--- src/common/rscl_pkg.sv ---
// Package with register map, field positions and timing of the reset cause block.
package rscl_pkg;
    localparam logic [1:0]  RSCL_ADDR_FLAGS    = 2'h0;
    localparam logic [1:0]  RSCL_ADDR_SRC      = 2'h1;
    localparam logic [1:0]  RSCL_ADDR_CTRL     = 2'h2;

    localparam int          RSCL_BIT_POR       = 0;
    localparam int          RSCL_BIT_BOR       = 1;
    localparam int          RSCL_BIT_IDLE      = 2;
    localparam int          RSCL_BIT_SLEEP     = 3;
    localparam int          RSCL_BIT_WATCHDOG_TIMEOUT_FLAG      = 4;
    localparam int          RSCL_BIT_SWDTEN    = 5;
    localparam int          RSCL_BIT_SOFT      = 6;
    localparam int          RSCL_BIT_EXT       = 7;
    localparam int          RSCL_BIT_VREGS     = 8;
    localparam int          RSCL_BIT_CM        = 9;
    localparam int          RSCL_BIT_ILL       = 14;
    localparam int          RSCL_BIT_TRAP      = 15;

    localparam logic [15:0] RSCL_FLAGS_IMPL    = 16'hc3ff;
    localparam logic [15:0] RSCL_FLAGS_POR_VAL = 16'h0003;
    localparam logic [15:0] RSCL_BOR_KEEP      = 16'h0080;

    localparam logic [7:0]  RSCL_ILLEGAL_OP    = 8'h3f;
    localparam logic [3:0]  RSCL_HARD_LO       = 4'hd;
    localparam logic [3:0]  RSCL_HARD_HI       = 4'hf;

    localparam int          RSCL_CLK_MHZ       = 100;
    localparam int          RSCL_EXT_MIN_NS    = 200;
    localparam int          RSCL_EXT_MIN_CYC   =
        (RSCL_EXT_MIN_NS * RSCL_CLK_MHZ + 999) / 1000;
    localparam logic [7:0]  RSCL_EXT_MIN_DEF   = 8'(RSCL_EXT_MIN_CYC);
    localparam logic [7:0]  RSCL_SRST_CYC      = 8'h01;

    typedef enum logic [1:0] {
        RSCL_RUN   = 2'b00,
        RSCL_HOLD  = 2'b01,
        RSCL_FETCH = 2'b10
    } rscl_state_t;
endpackage

--- src/logic/rscl_top.sv ---
// Reset source collection, system reset generation and reset cause flags.
//
// The address map and the plain strobed port were left to the implementer.
`timescale 1ns/1ps

module rscl_top
    import rscl_pkg::*;
#(
    parameter bit HAS_CFG_CHECK = 1'b1
) (
    input  wire logic        CLK,
    input  wire logic        RST,
    input  wire logic        BOR_IN,
    input  wire logic        EXTERNAL_RESET_PIN_N,
    input  wire logic        SOFT_RESET_EXEC,
    input  wire logic        WDT_TIMEOUT,
    input  wire logic        CPU_SLEEP,
    input  wire logic        CPU_IDLE,
    input  wire logic        SLEEP_EXEC,
    input  wire logic        IDLE_EXEC,
    input  wire logic        WDT_CLEAR_EXEC,
    input  wire logic        TRAP_NEW,
    input  wire logic [3:0]  TRAP_NEW_LVL,
    input  wire logic        TRAP_ACTIVE,
    input  wire logic [3:0]  TRAP_ACTIVE_LVL,
    input  wire logic [15:0] PPS_REG,
    input  wire logic [15:0] PPS_SHADOW,
    input  wire logic        PPS_WRITE_OK,
    input  wire logic        OPCODE_EXEC,
    input  wire logic [23:0] OPCODE_WORD,
    input  wire logic        PTR_USE,
    input  wire logic [3:0]  PTR_REG,
    input  wire logic        WREG_WRITE,
    input  wire logic [3:0]  WREG_IDX,
    input  wire logic        PFC_EVENT,
    input  wire logic        VFC_EVENT,
    input  wire logic        FLOW_RESTRICTED,
    input  wire logic [1:0]  REG_ADDR,
    input  wire logic [15:0] REG_WDATA,
    input  wire logic        REG_WR,
    input  wire logic        REG_RD,
    output logic      [15:0] REG_RDATA,
    output logic             SYSTEM_RESET,
    output logic             WDT_WAKE,
    output logic             KEEP_CLOCK,
    output logic             FETCH_VECTOR,
    output logic      [14:0] WREG_INIT
);

    logic [15:0] flags_r;
    logic [15:0] flags_nxt;
    logic        ext_s1_r;
    logic        ext_s2_r;
    logic [7:0]  ext_cnt_r;
    logic [7:0]  ext_min_r;
    logic        ext_rst_r;
    logic        cold_r;
    logic        bor_seen_r;
    logic        warm_r;
    logic [14:0] winit_r;
    logic [15:0] rdata_r;
    rscl_state_t state_r;
    rscl_state_t state_nxt;

    // Hard trap level test shared by both trap inputs.
    function automatic logic is_hard(input logic [3:0] lvl);
        is_hard = (lvl >= RSCL_HARD_LO) && (lvl <= RSCL_HARD_HI);
    endfunction

    wire ext_low     = ~ext_s2_r;
    wire ext_expired = (ext_cnt_r >= ext_min_r);
    wire ext_event   = ext_low && ext_expired && !ext_rst_r;
    wire soft_event  = SOFT_RESET_EXEC && (state_r == RSCL_RUN);
    wire wdt_power   = CPU_SLEEP || CPU_IDLE;
    wire wdt_reset   = WDT_TIMEOUT && !wdt_power;
    wire wdt_wake    = WDT_TIMEOUT && wdt_power;
    wire trap_event  = TRAP_NEW && TRAP_ACTIVE
                     && is_hard(TRAP_NEW_LVL)
                     && is_hard(TRAP_ACTIVE_LVL)
                     && (TRAP_NEW_LVL < TRAP_ACTIVE_LVL);
    wire cfg_event   = HAS_CFG_CHECK && !PPS_WRITE_OK
                     && (PPS_REG != PPS_SHADOW);
    wire ill_op      = OPCODE_EXEC
                     && (OPCODE_WORD[23:16] == RSCL_ILLEGAL_OP);
    wire ptr_uninit  = PTR_USE && (PTR_REG != 4'hf)
                     && !winit_r[PTR_REG[3:0] == 4'hf ? 0 : PTR_REG];
    wire sec_event   = (PFC_EVENT || VFC_EVENT) && FLOW_RESTRICTED;
    wire ill_event   = ill_op || ptr_uninit || sec_event;
    wire any_warm    = ext_event || soft_event || wdt_reset
                     || trap_event || cfg_event || ill_event;
    wire wr_flags    = REG_WR && (REG_ADDR == RSCL_ADDR_FLAGS);
    wire wr_ctrl     = REG_WR && (REG_ADDR == RSCL_ADDR_CTRL);

    // External pin: two-stage synchroniser then a low-time counter.
    always_ff @(posedge CLK or posedge RST) begin
        if (RST) begin
            ext_s1_r  <= 1'b1;
            ext_s2_r  <= 1'b1;
            ext_cnt_r <= 8'h00;
            ext_rst_r <= 1'b0;
        end else begin
            ext_s1_r  <= EXTERNAL_RESET_PIN_N;
            ext_s2_r  <= ext_s1_r;
            ext_cnt_r <= ext_low ? (ext_expired ? ext_cnt_r
                                                : ext_cnt_r + 8'h01)
                                 : 8'h00;
            ext_rst_r <= ext_low && ext_expired;
        end
    end

    // Filter length is software-tunable but never below one cycle.
    always_ff @(posedge CLK or posedge RST) begin
        if (RST) begin
            ext_min_r <= RSCL_EXT_MIN_DEF;
        end else if (wr_ctrl) begin
            ext_min_r <= (REG_WDATA[7:0] == 8'h00) ? 8'h01 : REG_WDATA[7:0];
        end
    end

    // Cold reset tracking: RST is the power-on reset, BOR_IN the brown-out.
    always_ff @(posedge CLK or posedge RST) begin
        if (RST) begin
            cold_r     <= 1'b1;
            bor_seen_r <= 1'b0;
        end else begin
            cold_r     <= 1'b0;
            bor_seen_r <= BOR_IN;
        end
    end

    // Flag update: events win over a same-cycle software write.
    always_comb begin
        flags_nxt = flags_r;
        if (wr_flags) begin
            flags_nxt = REG_WDATA & RSCL_FLAGS_IMPL;
        end
        if (bor_seen_r) begin
            flags_nxt = (flags_nxt & RSCL_BOR_KEEP)
                      | (16'h0001 << RSCL_BIT_BOR);
        end
        if (SLEEP_EXEC || IDLE_EXEC || WDT_CLEAR_EXEC) begin
            flags_nxt[RSCL_BIT_WATCHDOG_TIMEOUT_FLAG] = 1'b0;
        end
        if (SLEEP_EXEC) begin
            flags_nxt[RSCL_BIT_SLEEP] = 1'b1;
        end
        if (IDLE_EXEC) begin
            flags_nxt[RSCL_BIT_IDLE] = 1'b1;
        end
        // Every source is checked independently so coincident causes stack.
        if (ext_event) begin
            flags_nxt[RSCL_BIT_EXT] = 1'b1;
        end
        if (soft_event) begin
            flags_nxt[RSCL_BIT_SOFT] = 1'b1;
        end
        if (WDT_TIMEOUT) begin
            flags_nxt[RSCL_BIT_WATCHDOG_TIMEOUT_FLAG] = 1'b1;
        end
        if (trap_event) begin
            flags_nxt[RSCL_BIT_TRAP] = 1'b1;
        end
        if (cfg_event) begin
            flags_nxt[RSCL_BIT_CM] = 1'b1;
        end
        if (ill_event) begin
            flags_nxt[RSCL_BIT_ILL] = 1'b1;
        end
    end

    always_ff @(posedge CLK or posedge RST) begin
        if (RST) begin
            flags_r <= RSCL_FLAGS_POR_VAL;
        end else begin
            flags_r <= flags_nxt;
        end
    end

    // Software reset holds one cycle, then one cycle of vector fetch.
    always_comb begin
        case (state_r)
            RSCL_RUN:   state_nxt = soft_event ? RSCL_HOLD : RSCL_RUN;
            RSCL_HOLD:  state_nxt = RSCL_FETCH;
            RSCL_FETCH: state_nxt = RSCL_RUN;
            default:    state_nxt = RSCL_RUN;
        endcase
    end

    always_ff @(posedge CLK or posedge RST) begin
        if (RST) begin
            state_r <= RSCL_RUN;
            warm_r  <= 1'b0;
        end else begin
            state_r <= state_nxt;
            warm_r  <= ext_event || trap_event || cfg_event || ill_event
                    || (ext_low && ext_expired);
        end
    end

    // Working registers are uninitialised after every reset until written.
    always_ff @(posedge CLK or posedge RST) begin
        if (RST) begin
            winit_r <= 15'h0000;
        end else if (SYSTEM_RESET) begin
            winit_r <= 15'h0000;
        end else if (WREG_WRITE && (WREG_IDX != 4'hf)) begin
            winit_r[WREG_IDX] <= 1'b1;
        end
    end

    wire [15:0] src_view = {8'h00, 1'b0, ext_low, wdt_power,
                            TRAP_ACTIVE, cfg_event, 1'b0,
                            state_r};

    always_ff @(posedge CLK or posedge RST) begin
        if (RST) begin
            rdata_r <= 16'h0000;
        end else if (REG_RD) begin
            case (REG_ADDR)
                RSCL_ADDR_FLAGS: rdata_r <= flags_r;
                RSCL_ADDR_SRC:   rdata_r <= src_view;
                RSCL_ADDR_CTRL:  rdata_r <= {8'h00, ext_min_r};
                default:         rdata_r <= 16'h0000;
            endcase
        end else begin
            rdata_r <= 16'h0000;
        end
    end

    // Watchdog path is combinational so the reset asserts without a clock.
    assign SYSTEM_RESET = RST || bor_seen_r || wdt_reset
                        || warm_r || (state_r == RSCL_HOLD);
    assign WDT_WAKE     = wdt_wake;
    assign KEEP_CLOCK   = !(cold_r || bor_seen_r);
    assign FETCH_VECTOR = (state_r == RSCL_FETCH);
    assign WREG_INIT    = winit_r;
    assign REG_RDATA    = rdata_r;

endmodule

--- config.mk ---
export PLATFORM = sky130hd
export DESIGN_NAME = rscl_top
export DESIGN_NICKNAME = d
export VERILOG_FILES = /design/src/common/rscl_pkg.sv /design/src/logic/rscl_top.sv
export SDC_FILE = /design/constraint.sdc
export NUM_CORES = 1
export LEC_CHECK = 0
export BUFFER_PORTS_ARGS = -buffer_cell sky130_fd_sc_hd__buf_2
export CELL_PAD_IN_SITES_DETAIL_PLACEMENT = 0
export CELL_PAD_IN_SITES_GLOBAL_PLACEMENT = 2
export CORE_MARGIN = 2
export CORE_UTILIZATION = 28
export DETAILED_ROUTE_END_ITERATION = 10
export GPL_TIMING_DRIVEN = 0
export PLACE_DENSITY = 0.81
export SLEW_MARGIN = 15
export SYNTH_ARGS = -nofsm -noshare
export SYNTH_HDL_FRONTEND = slang
export SYNTH_SLANG_ARGS = --single-unit
--- constraint.sdc ---
create_clock -name CLK -period 2.75 [get_ports CLK]
set_input_delay 0.6875 -clock CLK [delete_from_list [all_inputs] [get_ports CLK]]
set_output_delay 0.6875 -clock CLK [all_outputs]
set_load 0.01 [all_outputs]
==> results of run 1 <==
## layout by cell type (no fill, tap or decap), types with 4 or more instances in the layout
cell type | netlist | routed
xor2_1 | 16 | 16
a31oi_1 | 5 | 5
mux2_2 | 11 | 11
nor4_1 | 7 | 7
buf_2 | 0 | 125
o21ai_0 | 18 | 18
clkbuf_1 | 9 | 10
nor2b_1 | 13 | 13
nand3_1 | 10 | 10
clkbuf_16 | 0 | 9
nor2_1 | 35 | 35
dfrtp_1 | 57 | 57
nand2_1 | 30 | 30
mux2i_1 | 13 | 13
and3_1 | 9 | 9
a211oi_1 | 4 | 4
dfstp_2 | 7 | 7
and2_1 | 4 | 4
a21oi_1 | 24 | 24
inv_1 | 16 | 15
ha_1 | 12 | 12
## state kept, by name (all words and copies together), names as in the netlist
register / cells
REG_RDATA: 13
WREG_INIT: 15
bor_seen_r: 1
cold_r: 1
ext_cnt_r: 8
ext_min_r: 8
ext_rst_r: 1
ext_s1_r: 1
ext_s2_r: 1
flags_r: 12
state_r: 2
warm_r: 1
## area by class of cell
class                           instances  area, µm²  share of cell area, %
Clock inverter                          4       53.8                   1.18
Antenna cell                            1       2.50                 0.0547
Timing Repair Buffer                  126        646                   14.1
Inverter                               16       62.6                   1.37
Clock buffer                           12        246                   5.39
Multi-Input combinational cell        252       1710                   37.4
Tap cell                              147        184                   4.02
Buffer                                 12       56.3                   1.23
Sequential cell                        64       1610                   35.2
## worst max path at each step
stage	from	end	slack, ps	cells past startpoint
global route	ext_cnt_r[0]$_DFFE_PP0N_	ext_cnt_r[7]$_DFFE_PP0N_	70	7
detailed placement	CPU_IDLE	SYSTEM_RESET	130	6
floorplan	ext_cnt_r[0]$_DFFE_PP0N_	ext_cnt_r[6]$_DFFE_PP0N_	330	7
finish	ext_cnt_r[0]$_DFFE_PP0N_	ext_cnt_r[6]$_DFFE_PP0N_	170	7
CTS	CPU_IDLE	SYSTEM_RESET	120	6
global placement	RST	REG_RDATA[13]$_DFF_PP0_	-410	2
## cells in the mapped netlist (all sizes together), types with 4 or more instances
| cell type | count |
|---|---|
| dfrtp | 57 |
| nor2 | 35 |
| nand2 | 30 |
| a21oi | 24 |
| o21ai | 18 |
| inv | 16 |
| xor2 | 16 |
| mux2 | 13 |
| mux2i | 13 |
| nor2b | 13 |
| ha | 12 |
| nand3 | 10 |
| and3 | 9 |
| clkbuf | 9 |
| dfstp | 7 |
| nor4 | 7 |
| a31oi | 5 |
| a211oi | 4 |
| and2 | 4 |
| buf | 4 |
| nand2b | 4 |
## layer usage
metal | part of all wire (%) | wire length, µm
met3 | 7.2 | 664
met2 | 46 | 4270
met1 | 45 | 4110
met4 | 1.6 | 146
met5 | 0 | 0
## logic make-up after synthesis
group / after synthesis / share of synthesized area (%)
adders and majority gates: 12 / 4.37
AOI/OAI and AO/OA: 73 / 14.7
DFF: 64 / 46.9
xor gates and xnor gates: 16 / 4.08
other: 1 / 0.109
buffers and inverters: 29 / 3.50
and+or+nand+nor: 122 / 17.6
muxes: 27 / 8.70
## power by group
part / total, mW / internal [mW] / leakage (nW) / switching, mW
registers: 1.05 / 1.01 / 0.818 / 0.0402
clock network: 1.14 / 0.728 / 0.139 / 0.414
logic: 0.407 / 0.186 / 1.29 / 0.221
total: 2.60 / 1.92 / 2.25 / 0.675
## metrics by stage
stage / instance area (µm²) / setup slack, ps / utilization (%) / TNS, ps
after floorplan: 3440 / 325 / - / 0
after global placement: 4250 / -409 / 35.4 / -23150
after detailed placement: 4270 / 128 / 35.6 / 0
after CTS: 4570 / 119 / 38.1 / 0
after global routing: 4570 / 69.9 / 38.0 / 0
final: 4570 / 169 / 38.1 / 0
==> summary.txt, run 1 <==
Run status
  – Outcome: complete, no violations

Cells and area
  – Layout cell share with drive strength beyond 1: around 35%
  – P&R area growth vs syn: 33.0%
  – Filler Cells Inserted: approximately 1200
  – Non-Filler Instances: 634
  – Nets: 605

Routing
  – DRT Pass-1 Iters: 4
  – DR vias/cell: 4.78
  – Final ANT Viol Nets: 0
  – DR WL/cell: 14.5 µm
  – Post-Route WL: approximately 9200 µm
  – Via count: between 3000 and 4000
  – Drt drc: 0
  – Detailed Route Iter0 Violations: around 110

Yosys
  – Synth cell types: 48
  – Top FF cell, synth: dfrtp_1
  – Post-Syn Area: 3440 µm²
  – Synth top area cells: dfrtp_1 (42%), dfstp_2 (5.4%), ha_1 (4.4%)
  – YS warnings: 0
  – Avg Cell Area, Syn: 9.99 µm²
  – Dominant cell type by area after synthesis: dfrtp_1
  – Gate Count Post-Synth: 344
  – Post-synth EDFFs: 0
  – Post-synthesis sequential area ratio: 46.9%
  – Top cell type's share of synthesized area: 41.5%
  – Post-synth ARST share: 100%
  – Synth Register Bits: 64

Critical path
  – Startpoint class of the critical path: register
  – Reg2reg setup slack: about 170 ps
  – RR Startpoint: ext_cnt_r[0]$_DFFE_PP0N_
  – Reg2reg path depth: 7
  – Worst endpoint data arrival time: 2790 ps
  – Worst path bufs/invs: 1
  – Setup crit end kind: register
  – CP delay by family, top: compound AO/OA/AOI/OAI gates
  – WP data required: 2950 ps
  – Reg2reg end: ext_cnt_r[6]$_DFFE_PP0N_
  – Crit path max-delay cell type: a311o_4
  – Cell chain of the critical path: inv_1 -> ha_1 -> nand2b_4 -> a2111o_1 -> a311o_4 -> a2111oi_4 -> mux2_1
  – Slowest stage delay, CP: roughly 460 ps
  – Critical path class: register to register
  – CP max FO: 8

Floorplan
  – Core area: 12000 µm²
  – Die W: 115 µm
  – Initial Util: 28.6%
  – # IOs: 147
  – Die ar.: 13200 µm²
  – Rows: 40
  – Die H: 115 µm

Power
  – Pwr dens: 569 nW/µm²
  – Max VDD drop: 0.000280 V
  – Overall Power: 2.60 mW
  – Leak pwr: 2.25 nW

GRT
  – Largest net degree at the start of global routing: 41
  – Vias in the first global route: around 3100
  – Met2 capacity usage during global routing: 24.2%
  – GR met3 Demand/Resource: 4.59%
  – GR Util met1: about a fifth
  – GR peak layer: met2
  – Total global routing track utilization: 14.9%
  – First-pass GRT wire length: 15300 µm
  – Initial antenna violation count: 0
  – Grt ovf: 0

Placed design
  – HPWL Detailed: 7330 µm
  – Routability congestion estimate from global placement: 0.817
  – PortBufs: 125
  – Placed cell count: about 620

STA
  – Final hold vios: 0
  – Slew @ Worst Pin: roughly 620 ps
  – Fmax: 387 MHz
  – Setup Viol. Count Final: 0
  – Crit path time final: around 2600 ps
  – Slew HR: 58.4%
  – Final Skew: 4.57 ps
  – Final Cycle Share: 93.9%
  – RSZ-0062 raised after global routing: false
  – Fin. max-slew vios: 0
  – Final hold slack: 346 ps

Clocking
  – Cts bufs inserted: 9
  – Cts hold-fix bufs: 0
  – Clk_lat worst skew: between 300 and 400 ps
  – Post-CTS sizing: 0
  – # Post-CTS Setup Buffers: 0
  – CTS Buffer Depth: 2
  – Sink Count: 64
  – CTS clk-pin slew, worst paths: 50 ps
  – CTS tree: done
  – Root Buffer: clkbuf_16
  – # H-tree levels: 3

Run
  – Max-Cap Viols: 0

Hold path
  – Hold Path Class: input pin to asynchronous set/reset pin
No activity file was read; power rests on OpenSTA's default activity.
==> run 2: changes to the inputs <==
CELL_PAD_IN_SITES_DETAIL_PLACEMENT = not set   (was 0)
CELL_PAD_IN_SITES_GLOBAL_PLACEMENT = not set   (was 2)
CORE_UTILIZATION = 48   (was 28)
==> summary.txt, run 2 (same netlist as run 1, synthesis figures left out) <==
STA
  – Final hold vios: 0
  – Crit path time final: 2590 ps
  – Final Skew: 10.4 ps
  – RSZ-0062 raised after global routing: false
  – Slew @ Worst Pin: 778 ps
  – Fin. max-slew vios: 0
  – Final Cycle Share: a little over nine tenths
  – Fmax: 385 MHz
  – Slew HR: 48.1%
  – Setup TNS: 0 ps
  – Setup Viol. Count Final: 0

Clocking
  – Cts bufs inserted: 9
  – Clk_lat worst skew: 340 ps
  – CTS tree: done
  – Cts hold-fix bufs: 0
  – Post-CTS sizing: 0
  – # Post-CTS Setup Buffers: 0
  – # H-tree levels: 3
  – CTS clk-pin slew, worst paths: 70 ps
  – CTS Buffer Depth: 2
  – Sink Count: 64
  – Root Buffer: clkbuf_8

Power
  – Switching pwr: 0.647 mW
  – Switching share of power: around 28%
  – Clk pwr share: 36.3%
  – Leak pwr: 2.20 nW
  – Pwr dens: 520 nW/µm²
  – Flop pwr share: 46.1%
  – Internal power: 1.64 mW
  – Combinational share of power: 17.6%
  – Max VDD drop: 0.000301 V

Routing
  – Detailed Route Iter0 Violations: around 200
  – DR vias/cell: 5.39
  – DRT Pass-1 Iters: 5
  – Via count: 3135
  – Drt drc: 0
  – Final ANT Viol Nets: 0
  – DR WL/cell: approximately 15 µm
  – Post-Route WL: 8560 µm

Hold path
  – Hold Path Class: register to register
  – Hold path start: ext_s1_r$_DFF_PP1_

Placed design
  – Routability congestion estimate from global placement: about 0.92
  – Placed cell count: about 570
  – HPWL Detailed: 6550 µm
  – PortBufs: 125

Floorplan
  – Die W: 88.6 µm
  – Core area: 6870 µm²
  – Die H: 88.6 µm
  – Die ar.: 7850 µm²
  – # IOs: 147
  – Rows: 30
  – Initial Util: 50.0%

GRT
  – Largest net degree at the start of global routing: 65
  – First-pass GRT wire length: 12700 µm
  – Total global routing track utilization: 21.2%
  – Grt ovf: 0
  – Initial antenna violation count: 0
  – Vias in the first global route: around 2700

Critical path
  – Worst endpoint data arrival time: 1910 ps
  – RR Startpoint: ext_cnt_r[0]$_DFFE_PP0N_
  – WP data required: between 2000 and 2500 ps
  – CP max FO: 10
  – Crit path launch: CPU_IDLE
  – Setup crit end kind: primary output
  – Critical path class: input pin to primary output
  – Startpoint class of the critical path: input pin

Cells and area
  – P&R area growth vs syn: 27.9%
  – Max reg flops: 15
  – Nets: around 610
  – Non-Filler Instances: 582
  – Commonest non-fill, non-tap cell in the layout: buf_2
  – ANT cells: 0
  – Most frequent cells in the layout: buf_2 (125), dfrtp_1 (57), nor2_1 (35), nand2_1 (30), a21oi_1 (24)
  – Layout cell share with drive strength beyond 1: roughly a third

Run
  – Max-Cap Viols: 0

Run status
  – Outcome: complete, no violations
run 2: changes by cell type in the layout (fill, tap and decap cells not counted):
cell	delta
clkbuf_16	-9
buf_12	-1
clkinv_2	+1
diode_2	-1
inv_6	+1
clkbuf_1	-1
clkbuf_8	+9
run 2: worst paths after layout:
kind	slack (ps)	end	depth (start not counted)
worst min register to register	360	ext_s2_r$_DFF_PP1_	0
worst max register to register	160	ext_cnt_r[7]$_DFFE_PP0N_	7
max in group asynchronous	1720	ext_cnt_r[7]$_DFFE_PP0N_	2
worst min-delay path	360	ext_s2_r$_DFF_PP1_	0
worst max-delay path	160	SYSTEM_RESET	6
min in group asynchronous	490	flags_r[15]$_DFFE_PP0P_	2
run 2: cell type report:
type | instances | area (µm²)
sequential | 64 | 1610
clock buffer | 10 | 138
multi-input combinational | 252 | 1710
inverter | 16 | 62.6
clock inverter | 6 | 67.6
tap | 96 | 120
timing repair buffer | 125 | 626
fill | 562 | 2480
buffer | 13 | 60.1
run 2: power groups by stage:
stage | logic [mW] | clock network [mW] | registers (mW)
floorplan | 0.243 | 0 | 1.06
global placement | 0.387 | 0 | 1.07
detailed placement | 0.401 | 0 | 1.07
CTS | 0.403 | 0.838 | 1.05
global route | 0.451 | 0.882 | 1.06
finish | 0.402 | 0.829 | 1.05
run 2: routing by layer:
metal	track usage, %	up-vias	part of all wire (%)
met5	0	-	0
met4	8.13	0	1.0
met2	36.0	190	48
met3	3.73	13	9.8
met1	27.1	1449	41
li1	-	1483	-
run 2: through the flow:
stage / worst slack (ps) / total power [mW] / hold WS (ps) / instance area [µm²] / utilization (%)
floorplan: 325 / 1.30 / 345 / 3440 / -
finish: 155 / 2.28 / 356 / 4390 / 64.0
global placement: -253 / 1.45 / 346 / 4190 / 60.9
CTS: 173 / 2.29 / 357 / 4390 / 64.0
detailed placement: 175 / 1.47 / 347 / 4190 / 61.0
global route: 52.3 / 2.39 / 362 / 4390 / 64.0
run 2: worst max-delay path: stages:
cell	delay, ps
buf_2	100
nor2_1	220
nand2_1	80
nand2_1	220
clkbuf_1	390
buf_2	210
